$ cat config.mk
export PLATFORM = sky130hd
export DESIGN_NAME = uef_endpoint_irq_flags
export DESIGN_NICKNAME = d
export VERILOG_FILES = /design/src/hdl/uef_pkg.sv /design/src/hdl/uef_endpoint_irq_flags.sv
export VERILOG_INCLUDE_DIRS = /design/src /design/src/hdl
export SDC_FILE = /design/constraint.sdc
export NUM_CORES = 1
export LEC_CHECK = 0
export ABC_AREA = 0
export BUFFER_PORTS_ARGS = -buffer_cell sky130_fd_sc_hd__clkbuf_2
export CAP_MARGIN = 20
export CORE_AREA = 4 4 91 93
export CTS_BUF_LIST = sky130_fd_sc_hd__clkbuf_2
export CTS_CLUSTER_SIZE = 10
export DETAILED_ROUTE_END_ITERATION = 7
export DIE_AREA = 0 0 95 97
export GPL_TIMING_DRIVEN = 0
export HOLD_SLACK_MARGIN = 0.03
export MAX_ROUTING_LAYER = met4
export PLACE_DENSITY = 0.69
export SLEW_MARGIN = 15
export SYNTH_ARGS = -nofsm -noshare
export SYNTH_HDL_FRONTEND = slang
export SYNTH_SLANG_ARGS = --single-unit
$ cat constraint.sdc
create_clock -name clk -period 2.67 [get_ports clk]
set_clock_uncertainty 0.2 [all_clocks]
set_input_delay 0.534 -clock clk [delete_from_list [all_inputs] [get_ports clk]]
set_output_delay 0.534 -clock clk [all_outputs]
set_load 0.005 [all_outputs]
$ cat src/hdl/uef_defines.svh
`ifndef UEF_DEFINES_SVH
`define UEF_DEFINES_SVH

// ------------------------------------------------------------
// Register map (byte addresses)
// ------------------------------------------------------------
`define UEF_ADDR_W        8
`define UEF_OFF_FLAGS     8'h00
`define UEF_OFF_MASK      8'h04
`define UEF_OFF_SUMMARY   8'h08
`define UEF_OFF_IRQ_STAT  8'h0c
`define UEF_OFF_IRQ_CLR   8'h10
`define UEF_OFF_IRQ_EN    8'h14

// ------------------------------------------------------------
// Fields and reset values
// ------------------------------------------------------------
`define UEF_EP_COUNT      8
`define UEF_FIELD_MSB     7
`define UEF_SUMMARY_BIT   0
`define UEF_IRQ_DONE_BIT  0
`define UEF_IRQ_RXZ_BIT   1
`define UEF_IRQ_W         2
`define UEF_FLAGS_RST     8'h00
`define UEF_MASK_RST      8'h00
`define UEF_IRQ_RST       2'h0
`define UEF_RESP_OKAY     2'h0
`define UEF_RESP_SLVERR   2'h2

`endif

$ cat src/hdl/uef_pkg.sv
package uef_pkg;

  typedef logic [7:0]  uef_ep_vec_type;
  typedef logic [1:0]  uef_irq_vec_type;
  typedef logic [1:0]  uef_resp_type;
  typedef logic [31:0] uef_word_type;

endpackage

$ cat src/hdl/uef_endpoint_irq_flags.sv
// Function
// - Completion on endpoint 1-7 sets its flag; endpoint 0 has no flag.
// - Flag reads 0 until data moved on the endpoint, then 1.
// - Mask bit 0 passes transfer and zero-length flags to outputs; 1 blocks.
// - Masked endpoint still sets its transfer flag but raises no done output.
// - Masked endpoint zero-length flag still sets; no zero-length output.
// - Mask bit 0 only gates the zero-length path.
// - Writing 1 to the summary flag clears all transfer flags.
// - Summary flag sets when any endpoint other than 0 finishes a transfer.
//
// Our own choices: the AXI4-Lite interface to the registers and the address map.
`timescale 1ns/1ns
`default_nettype none
`include "uef_defines.svh"

module uef_endpoint_irq_flags
  import uef_pkg::*;
(
  input  wire logic                     clk,
  input  wire logic                     rst_b,
  input  wire logic                     ce,
  input  wire uef_ep_vec_type           epDone,
  input  wire uef_ep_vec_type           rxZero,
  output var  logic                     epDoneIrq,
  output var  logic                     rxZeroIrq,
  output var  logic                     irq,
  input  wire logic [`UEF_ADDR_W-1:0]   s_axi_awaddr,
  input  wire logic                     s_axi_awvalid,
  output var  logic                     s_axi_awready,
  input  wire logic [31:0]              s_axi_wdata,
  input  wire logic [3:0]               s_axi_wstrb,
  input  wire logic                     s_axi_wvalid,
  output var  logic                     s_axi_wready,
  output var  uef_resp_type             s_axi_bresp,
  output var  logic                     s_axi_bvalid,
  input  wire logic                     s_axi_bready,
  input  wire logic [`UEF_ADDR_W-1:0]   s_axi_araddr,
  input  wire logic                     s_axi_arvalid,
  output var  logic                     s_axi_arready,
  output var  uef_word_type             s_axi_rdata,
  output var  uef_resp_type             s_axi_rresp,
  output var  logic                     s_axi_rvalid,
  input  wire logic                     s_axi_rready
);

  // ------------------------------------------------------------
  // State
  // ------------------------------------------------------------
  uef_ep_vec_type               flags;
  uef_ep_vec_type               mask;
  logic                         summaryFlag;
  uef_irq_vec_type              irqStatus;
  uef_irq_vec_type              irqEnable;
  uef_ep_vec_type               rxZeroPrev;
  logic [`UEF_ADDR_W-1:0]       awAddr;
  logic [7:0]                   wData;
  logic                         wLowLane;
  uef_ep_vec_type               next_flags;

  // ------------------------------------------------------------
  // Write decode
  // ------------------------------------------------------------
  // Address and data are held until both have arrived, in any order
  wire wrCommit = ce && !s_axi_awready && !s_axi_wready && !s_axi_bvalid;
  wire wrLow    = wrCommit && wLowLane;
  wire wrFlags  = wrLow && (awAddr == `UEF_OFF_FLAGS);
  wire wrMask   = wrLow && (awAddr == `UEF_OFF_MASK);
  wire wrSumClr = wrLow && (awAddr == `UEF_OFF_SUMMARY)
                  && wData[`UEF_SUMMARY_BIT];
  wire wrIrqClr = wrLow && (awAddr == `UEF_OFF_IRQ_CLR);
  wire wrIrqEn  = wrLow && (awAddr == `UEF_OFF_IRQ_EN);
  wire wrMapped = (awAddr == `UEF_OFF_FLAGS) || (awAddr == `UEF_OFF_MASK)
                  || (awAddr == `UEF_OFF_SUMMARY)
                  || (awAddr == `UEF_OFF_IRQ_STAT)
                  || (awAddr == `UEF_OFF_IRQ_CLR)
                  || (awAddr == `UEF_OFF_IRQ_EN);

  // ------------------------------------------------------------
  // Events
  // ------------------------------------------------------------
  wire             anyDone   = |epDone[`UEF_FIELD_MSB:1];
  wire uef_ep_vec_type rxRise = rxZero & ~rxZeroPrev;
  wire uef_irq_vec_type irqEvents = {|rxRise, anyDone};
  // Flag bit 0 never carries a transfer flag
  wire [6:0]       flagBits  = flags[`UEF_FIELD_MSB:1];
  wire             doneLevel = |(flagBits & ~mask[`UEF_FIELD_MSB:1]);
  wire             rxLevel   = |(rxZero & ~mask);

  // ------------------------------------------------------------
  // Per-endpoint transfer flags
  // ------------------------------------------------------------
  assign next_flags[0] = 1'b0;
  genvar ep;
  generate
    for (ep = 1; ep < `UEF_EP_COUNT; ep++) begin : gFlag
      // A completion in the clearing cycle wins over the clear
      wire clrBit = wrSumClr || (wrFlags && wData[ep]);
      assign next_flags[ep] = epDone[ep] || (flags[ep] && !clrBit);
    end
  endgenerate

  always_ff @(posedge clk or negedge rst_b) begin
    if (!rst_b) begin
      flags       <= `UEF_FLAGS_RST;
      mask        <= `UEF_MASK_RST;
      summaryFlag <= 1'b0;
      rxZeroPrev  <= `UEF_FLAGS_RST;
    end else if (ce) begin
      flags       <= next_flags;
      rxZeroPrev  <= rxZero;
      summaryFlag <= anyDone || (summaryFlag && !wrSumClr);
      if (wrMask) begin
        mask <= wData;
      end
    end
  end

  // ------------------------------------------------------------
  // Interrupt outputs
  // ------------------------------------------------------------
  // Registered so that every output leaves a flip-flop; costs a cycle
  always_ff @(posedge clk or negedge rst_b) begin
    if (!rst_b) begin
      epDoneIrq <= 1'b0;
      rxZeroIrq <= 1'b0;
      irqStatus <= `UEF_IRQ_RST;
      irqEnable <= `UEF_IRQ_RST;
      irq       <= 1'b0;
    end else if (ce) begin
      epDoneIrq <= doneLevel;
      rxZeroIrq <= rxLevel;
      irqStatus <= irqEvents
                   | (irqStatus & ~(wrIrqClr ? wData[1:0] : 2'h0));
      if (wrIrqEn) begin
        irqEnable <= wData[1:0];
      end
      irq       <= |(irqStatus & irqEnable);
    end
  end

  // ------------------------------------------------------------
  // Write channels
  // ------------------------------------------------------------
  always_ff @(posedge clk or negedge rst_b) begin
    if (!rst_b) begin
      s_axi_awready <= 1'b1;
      s_axi_wready  <= 1'b1;
      s_axi_bvalid  <= 1'b0;
      s_axi_bresp   <= `UEF_RESP_OKAY;
      awAddr        <= '0;
      wData         <= 8'h00;
      wLowLane      <= 1'b0;
    end else if (ce) begin
      if (s_axi_awvalid && s_axi_awready) begin
        awAddr        <= s_axi_awaddr;
        s_axi_awready <= 1'b0;
      end
      if (s_axi_wvalid && s_axi_wready) begin
        // Only the low lane carries fields; 31-8 are ignored
        wData         <= s_axi_wdata[7:0];
        wLowLane      <= s_axi_wstrb[0];
        s_axi_wready  <= 1'b0;
      end
      if (wrCommit) begin
        s_axi_bvalid  <= 1'b1;
        s_axi_bresp   <= wrMapped ? `UEF_RESP_OKAY : `UEF_RESP_SLVERR;
      end
      if (s_axi_bvalid && s_axi_bready) begin
        s_axi_bvalid  <= 1'b0;
        s_axi_awready <= 1'b1;
        s_axi_wready  <= 1'b1;
      end
    end
  end

  // ------------------------------------------------------------
  // Read channel
  // ------------------------------------------------------------
  wire arTake = s_axi_arvalid && s_axi_arready;
  wire rdMapped = (s_axi_araddr == `UEF_OFF_FLAGS)
                  || (s_axi_araddr == `UEF_OFF_MASK)
                  || (s_axi_araddr == `UEF_OFF_SUMMARY)
                  || (s_axi_araddr == `UEF_OFF_IRQ_STAT)
                  || (s_axi_araddr == `UEF_OFF_IRQ_CLR)
                  || (s_axi_araddr == `UEF_OFF_IRQ_EN);
  // Upper and reserved bits read zero
  wire [7:0] rdByte =
      (s_axi_araddr == `UEF_OFF_FLAGS)    ? flags :
      (s_axi_araddr == `UEF_OFF_MASK)     ? mask :
      (s_axi_araddr == `UEF_OFF_SUMMARY)  ? {7'h00, summaryFlag} :
      (s_axi_araddr == `UEF_OFF_IRQ_STAT) ? {6'h00, irqStatus} :
      (s_axi_araddr == `UEF_OFF_IRQ_EN)   ? {6'h00, irqEnable} : 8'h00;

  always_ff @(posedge clk or negedge rst_b) begin
    if (!rst_b) begin
      s_axi_arready <= 1'b1;
      s_axi_rvalid  <= 1'b0;
      s_axi_rdata   <= 32'h00000000;
      s_axi_rresp   <= `UEF_RESP_OKAY;
    end else if (ce) begin
      if (arTake) begin
        s_axi_arready <= 1'b0;
        s_axi_rvalid  <= 1'b1;
        s_axi_rdata   <= {24'h000000, rdByte};
        s_axi_rresp   <= rdMapped ? `UEF_RESP_OKAY : `UEF_RESP_SLVERR;
      end else if (s_axi_rvalid && s_axi_rready) begin
        s_axi_rvalid  <= 1'b0;
        s_axi_arready <= 1'b1;
      end
    end
  end
endmodule

`default_nettype wire

==> summary.txt, run 1 <==
Yosys
  • Post-synth top area share: 0.492
  • Synth cell types: 37
  • Synth Instances: 272
  • Most frequent cell after synthesis: dfrtp_1
  • Cell taking the most area after synthesis: dfrtp_1
  • Mapped Area: 0.00305 mm²
  • #FFs+latches synth: 63
  • Yosys warnings: 0
  • Synth async-reset ratio: 1.00
  • Sequential area share after synthesis: 0.518
  • Largest cells by area after synthesis: dfrtp_1 (49%), mux2_2 (10%), buf_4 (6.9%)
  • Most used DFF post-synth: dfrtp_1
  • Synth top cells by count: dfrtp_1 (60), nand2_1 (29), buf_4 (28)
  • Post-synth EDFFs: 0
  • Syn_area_per_cell: 11.2 µm²

Clock network
  • TritonCTS clock tree: yes
  • Later-pin clock latency in the skew report: 0.48 ns
  • Clock tree sinks: 63
  • CTS Buffer Depth: 2
  • Root buf cell: clkbuf_2
  • Post-CTS Setup Inserts: 0
  • Max H-tree Level: 3
  • Num CTS Buffers: 9
  • Clock Pin Slew Worst Setup and Hold Paths: 0.17 ns

Global route
  • Grt ovf: 0
  • Met1 GRT Util: 0.207
  • Initial antenna violation count: 0
  • Vias in the first global route: 2307
  • First-pass GRT wire length: 11.2 mm
  • Pin count of the biggest net entering global routing: 59
  • Gr busiest metal: met2
  • GRT Total Usage: 0.159
  • Met3 usage: 0.0490
  • Met2 usage: 0.242

STA
  • Fin. max-slew vios: 0
  • Max-slew headroom: 0.554
  • Fmax achieved: 0.423 GHz
  • Tcrit/Tclk final: 0.885
  • Slew @ Worst Pin: 0.664 ns
  • Unrepaired setup endpoints after global routing: no
  • Setup_tns: 0 ns
  • Final Hold Fails: 0
  • Worst setup margin: 0.306 ns
  • Min cycle time layout: 2.36 ns
  • # setup viols final: 0

Placement
  • RD Place Congestion: 0.795
  • Worst slack at placement: 0.0971 ns
  • Detail Placement HPWL: 5.21 mm
  • PortBufs: 63

Routing
  • Post-Route WL: 6.68 mm
  • Antenna Violating Nets Remaining: 0
  • Drt wl/cell: 13.7 µm
  • TritonRoute pass-1 iters: 4
  • Remaining DRCs: 0
  • Via count: 2340
  • Vias per cell: 4.81
  • Detailed Route Iter0 Violations: 146

Run status
  • Status: completed

Floorplanning
  • Die Height: 97 µm
  • Starting Density: 0.405
  • Core region area: 0.00753 mm²
  • Die area: 0.00922 mm²
  • Die width: 95 µm
  • Site Rows: 32
  • Io pins: 120

Flow run
  • Max cap viols: 0

Power and ir drop
  • Leakage: 1.87 nW
  • Peak VDD IR: 0.489 mV
  • PD cells: 608 mW/mm²
  • Tot Pwr: 2.29 mW

Final layout
  • Ant diodes: 0
  • Area growth syn-to-layout: 23.6%
  • Ratio of cells with drive above 1 in the final layout: 0.383
  • Nets: 455
  • Number of fill cells in the layout: 726

Setup path
  • Critical path class: reg -> reg
  • Critical Path Max Stage Delay: 0.51 ns
  • Crit path buffers/inverters: 1
  • Slowest stage cell, crit path: or4b_1
  • Delay-heaviest family, CP: simple AND/OR/NAND/NOR gates
  • Critical path cell sequence: nor4b_4, nand4_1, or4b_1, buf_4, mux2_4
  • Crit path required time: 2.85 ns
  • Crit end category: register
  • Critical Path AT: 2.55 ns
  • Worst Path Max Fanout: 8
  • Startpoint Class: register

Hold path
  • HP Class: in -> reg
cell usage in the layout, fill, tap and decap left out, types with 5 or more instances in the layout:
cell type / instances
nand2_1: 29
dfrtp_1: 60
clkbuf_1: 7
a21o_1: 5
inv_1: 17
mux2_4: 8
a21oi_1: 10
clkbuf_2: 74
mux2i_1: 7
o21ai_0: 11
nor2_1: 7
o22ai_1: 10
conb_1: 26
dlygate4sd3_1: 7
mux2_2: 27
buf_4: 28
worst paths after layout:
path / startpoint / cells after the start / to / slack, ns
min reg2reg: s_axi_rdata[6] / 2 / s_axi_rdata[6] / 0.30
min: s_axi_wdata[2] / 2 / wData[2] / 0.07
max: s_axi_bvalid / 5 / mask[3] / 0.31
max in group asynchronous: rst_b / 3 / s_axi_arready / 1.53
max reg2reg: s_axi_bvalid / 5 / mask[3] / 0.31
min in group asynchronous: rst_b / 2 / awAddr[6] / 0.21
state kept, by name, indices dropped and copies added (netlist names):
register / cells
summaryFlag: 1
rxZeroIrq: 1
s_axi_wready: 1
s_axi_arready: 1
s_axi_awready: 1
irq: 1
awAddr: 8
mask: 8
s_axi_rvalid: 1
flags: 7
epDoneIrq: 1
rxZeroPrev: 8
wLowLane: 1
s_axi_bvalid: 1
s_axi_rdata: 8
irqEnable: 2
s_axi_rresp: 1
wData: 8
s_axi_bresp: 1
irqStatus: 2
worst register-to-register path, cell delays in order (launching register included):
cell	delay [ns]
dfrtp_1	0.49
nor4b_4	0.33
nand4_1	0.24
or4b_1	0.51
buf_4	0.20
mux2_4	0.31
metrics by stage:
step / utilization / instance area (µm²) / hold slack, ns / cells
CTS: 0.497 / 3740 / 0.0307 / 483
global route: 0.501 / 3770 / 0.0388 / 486
detailed placement: 0.481 / 3620 / 0.188 / 463
global placement: 0.477 / 3590 / 0.262 / 462
finish: 0.501 / 3770 / 0.0736 / 486
floorplan: - / 3140 / 0.0384 / 297
per-layer routing:
layer  share of wire  vias up
li1                -     1131
met1            0.45     1125
met2            0.47       77
met3           0.076        7
met4          0.0082        0
met5               0        -
cell families after synthesis:
kind of cell,after synthesis,share of synthesized area
muxes,42,0.162
DFF,63,0.518
and+or+nand+nor,58,0.0980
AOI/OAI and AO/OA,56,0.122
other,1,0.00123
buffers and inverters,52,0.0984
where the power goes:
| group | internal, mW | switching, mW |
|---|---|---|
| clock | 0.130 | 0.325 |
| combinational | 0.292 | 0.204 |
| sequential | 1.15 | 0.195 |
| total | 1.57 | 0.724 |
cell type report:
class / instances / area, µm² / share of cell area
Tap cell: 102 / 128 / 0.0339
Timing Repair Buffer: 71 / 415 / 0.110
Inverter: 17 / 63.8 / 0.0169
Clock buffer: 12 / 60.1 / 0.0159
Multi-Input combinational cell: 182 / 1260 / 0.335
Sequential cell: 63 / 1580 / 0.419
Clock inverter: 4 / 22.5 / 0.00597
Buffer: 35 / 236 / 0.0627
repair_timing:
action / CTS / global route
hold buffers: 4 / 3
gates resized for setup: 0 / 0
endpoints found under the hold margin: 65 / 3
(Power assumes the default switching activity.)
==> inputs of run 2 (changes only) <==
==> constraint.sdc (replaced) <==
create_clock -name clk -period 3 [get_ports clk]
set_clock_uncertainty 0.2 [all_clocks]
set_input_delay 0.6 -clock clk [delete_from_list [all_inputs] [get_ports clk]]
set_output_delay 0.6 -clock clk [all_outputs]
set_load 0.005 [all_outputs]
==> run 2 against run 1 <==
Against the previous run:
- combinational power fell by 12%
- final area shrank 1.3%
- die area did not move
- critical endpoint unchanged
- total power down 11%
- utilization is 0.66 points lower
- critical path depth stayed put
- register-to-register slack improved by 0.34 ns
- highest routed layer unchanged
- sequential share of layout area up 0.56 points
- largest power group unchanged
- critical path type unchanged
- final cell count decreased by 1.0%
- clock power down 11%
- global-route usage about the same
==> summary.txt, run 2 (synthesized netlist as in run 1, its figures left out) <==
Placement
  • RD Place Congestion: 0.795 (unchanged)
  • PortBufs: 63 (unchanged)
  • Placed inst area: 0.00362 mm² (unchanged)
  • Placed instance count: 463 (unchanged)
  • Detail Placement HPWL: 5.21 mm (unchanged)

STA
  • # setup viols final: 0 (unchanged)
  • Setup_tns: 0 ns (unchanged)
  • Max-slew headroom: 0.539 (-0.0149)
  • Unrepaired setup endpoints after global routing: no
  • Tcrit/Tclk final: 0.786 (-0.0992)
  • Min cycle time layout: 2.36 ns (-0.00545 ns)
  • Final Hold Fails: 0 (unchanged)
  • Slew @ Worst Pin: 0.686 ns (+0.0222 ns)
  • Fin. max-slew vios: 0 (unchanged)
  • Fmax achieved: 0.424 GHz (+0.23%)

Clock network
  • Hold buffer count at CTS: 2 (-2)
  • Num CTS Buffers: 9 (unchanged)
  • Post-CTS Setup Inserts: 0 (unchanged)
  • Clock Pin Slew Worst Setup and Hold Paths: 0.17 ns (about the same)
  • TritonCTS clock tree: yes
  • Clock tree sinks: 63 (unchanged)
  • Max H-tree Level: 3 (unchanged)
  • Later-pin clock latency in the skew report: 0.48 ns (about the same)
  • Root buf cell: clkbuf_2
  • CTS Buffer Depth: 2 (unchanged)
  • Post-CTS Resized: 0 (unchanged)

Hold path
  • Hold Path Depth: 2 (unchanged)
  • HP Class: in -> reg

Floorplanning
  • Die Height: 97 µm (unchanged)
  • Die area: 0.00922 mm² (unchanged)
  • Die width: 95 µm (unchanged)
  • Io pins: 120 (unchanged)
  • Site Rows: 32 (unchanged)
  • Starting Density: 0.405 (unchanged)
  • Core region area: 0.00753 mm² (unchanged)

Routing
  • Antenna Violating Nets Remaining: 0 (unchanged)
  • Via count: 2306 (-1.5%)
  • Detailed Route Iter0 Violations: 152 (+4.1%)
  • Drt wl/cell: 13.8 µm (+0.27%)
  • Remaining DRCs: 0 (unchanged)
  • Post-Route WL: 6.63 mm (-0.76%)
  • TritonRoute pass-1 iters: 4 (unchanged)
  • Vias per cell: 4.79 (-0.43%)

Setup path
  • Worst Path Max Fanout: 8 (unchanged)
  • Startpoint Class: register
  • Critical Path AT: 2.54 ns (about the same)
  • Reg2reg path depth: 5 (unchanged)
  • Critical path class: reg -> reg
  • Crit end category: register
  • Crit path required time: 3.18 ns (+0.33 ns)

Power and ir drop
  • Peak VDD IR: 0.432 mV (-12%)
  • Tot Pwr: 2.04 mW (-11%)
  • PD cells: 547 mW/mm² (-10%)
  • Leakage: 1.85 nW (-1.1%)

Final layout
  • Ratio of cells with drive above 1 in the final layout: 0.388 (+0.00505)
  • Commonest non-fill, non-tap cells in the layout: clkbuf_2 (74), dfrtp_1 (60), nand2_1 (29), buf_4 (28), mux2_2 (27)
  • Post-Layout Cell Count: 481 (-1.0%)
  • Ant diodes: 0 (unchanged)
  • Area growth syn-to-layout: 21.9%
  • Final Core Density: 0.494 (-0.00665)
  • Fin area: 0.00372 mm² (-1.3%)
  • Commonest non-fill, non-tap cell in the layout: clkbuf_2
  • Nets: 450 (-1.1%)
  • Number of fill cells in the layout: 729 (+0.41%)

Global route
  • First-pass GRT wire length: 11.1 mm (-0.37%)
  • Pin count of the biggest net entering global routing: 59 (unchanged)
  • GRT Total Usage: 0.158 (-0.000498)
  • Grt ovf: 0 (unchanged)
  • Vias in the first global route: 2295 (-0.52%)
  • Initial antenna violation count: 0 (unchanged)

Flow run
  • Max cap viols: 0 (unchanged)

Run status
  • Status: completed
[run 2: final cells by class]
cell class	count	area (µm²)	share of cell area
inverter	17	63.8	0.0172
tap	102	128	0.0343
sequential	63	1580	0.425
clock buffer	12	60.1	0.0161
timing repair buffer	66	365	0.0982
clock inverter	4	22.5	0.00605
buffer	35	236	0.0636
multi-input combinational	182	1260	0.340
[run 2: routing by layer]
| layer | wire, µm | vias up | GRT usage |
|---|---|---|---|
| met3 | 514 | 4 | 0.0490 |
| met2 | 3140 | 77 | 0.240 |
| li1 | - | 1121 | - |
| met1 | 2920 | 1104 | 0.208 |
| met4 | 53 | 0 | 0.0366 |
| met5 | 0 | - | - |
[run 2: final timing paths]
kind | to | slack [ns] | start
min in group asynchronous | awAddr[6] | 0.28 | rst_b
worst min register to register | s_axi_rdata[6] | 0.30 | s_axi_rdata[6]
max in group asynchronous | s_axi_arready | 1.80 | rst_b
worst max-delay path | mask[3] | 0.64 | s_axi_bvalid
worst min-delay path | wData[2] | 0.14 | s_axi_wdata[2]
worst max register to register | mask[3] | 0.64 | s_axi_bvalid
[run 2: report_power, final]
group	internal, mW	total [mW]	switching, mW	leakage [nW]
sequential	1.02	1.19	0.174	0.746
clock	0.115	0.405	0.289	0.0617
combinational	0.256	0.437	0.181	1.04
[run 2: through the flow]
stage	hold slack (ns)	setup slack (ns)
floorplan	0.104	0.598
global placement	0.262	0.384
detailed placement	0.254	0.361
CTS	0.0926	0.634
global route	0.0787	0.545
finish	0.139	0.641
[run 2: critical path, stage by stage, from the launching register on]
cell and delay [ns]:
dfrtp_1 0.49, nor4b_4 0.33, nand4_1 0.24, or4b_1 0.51
buf_4 0.20, mux2_4 0.30
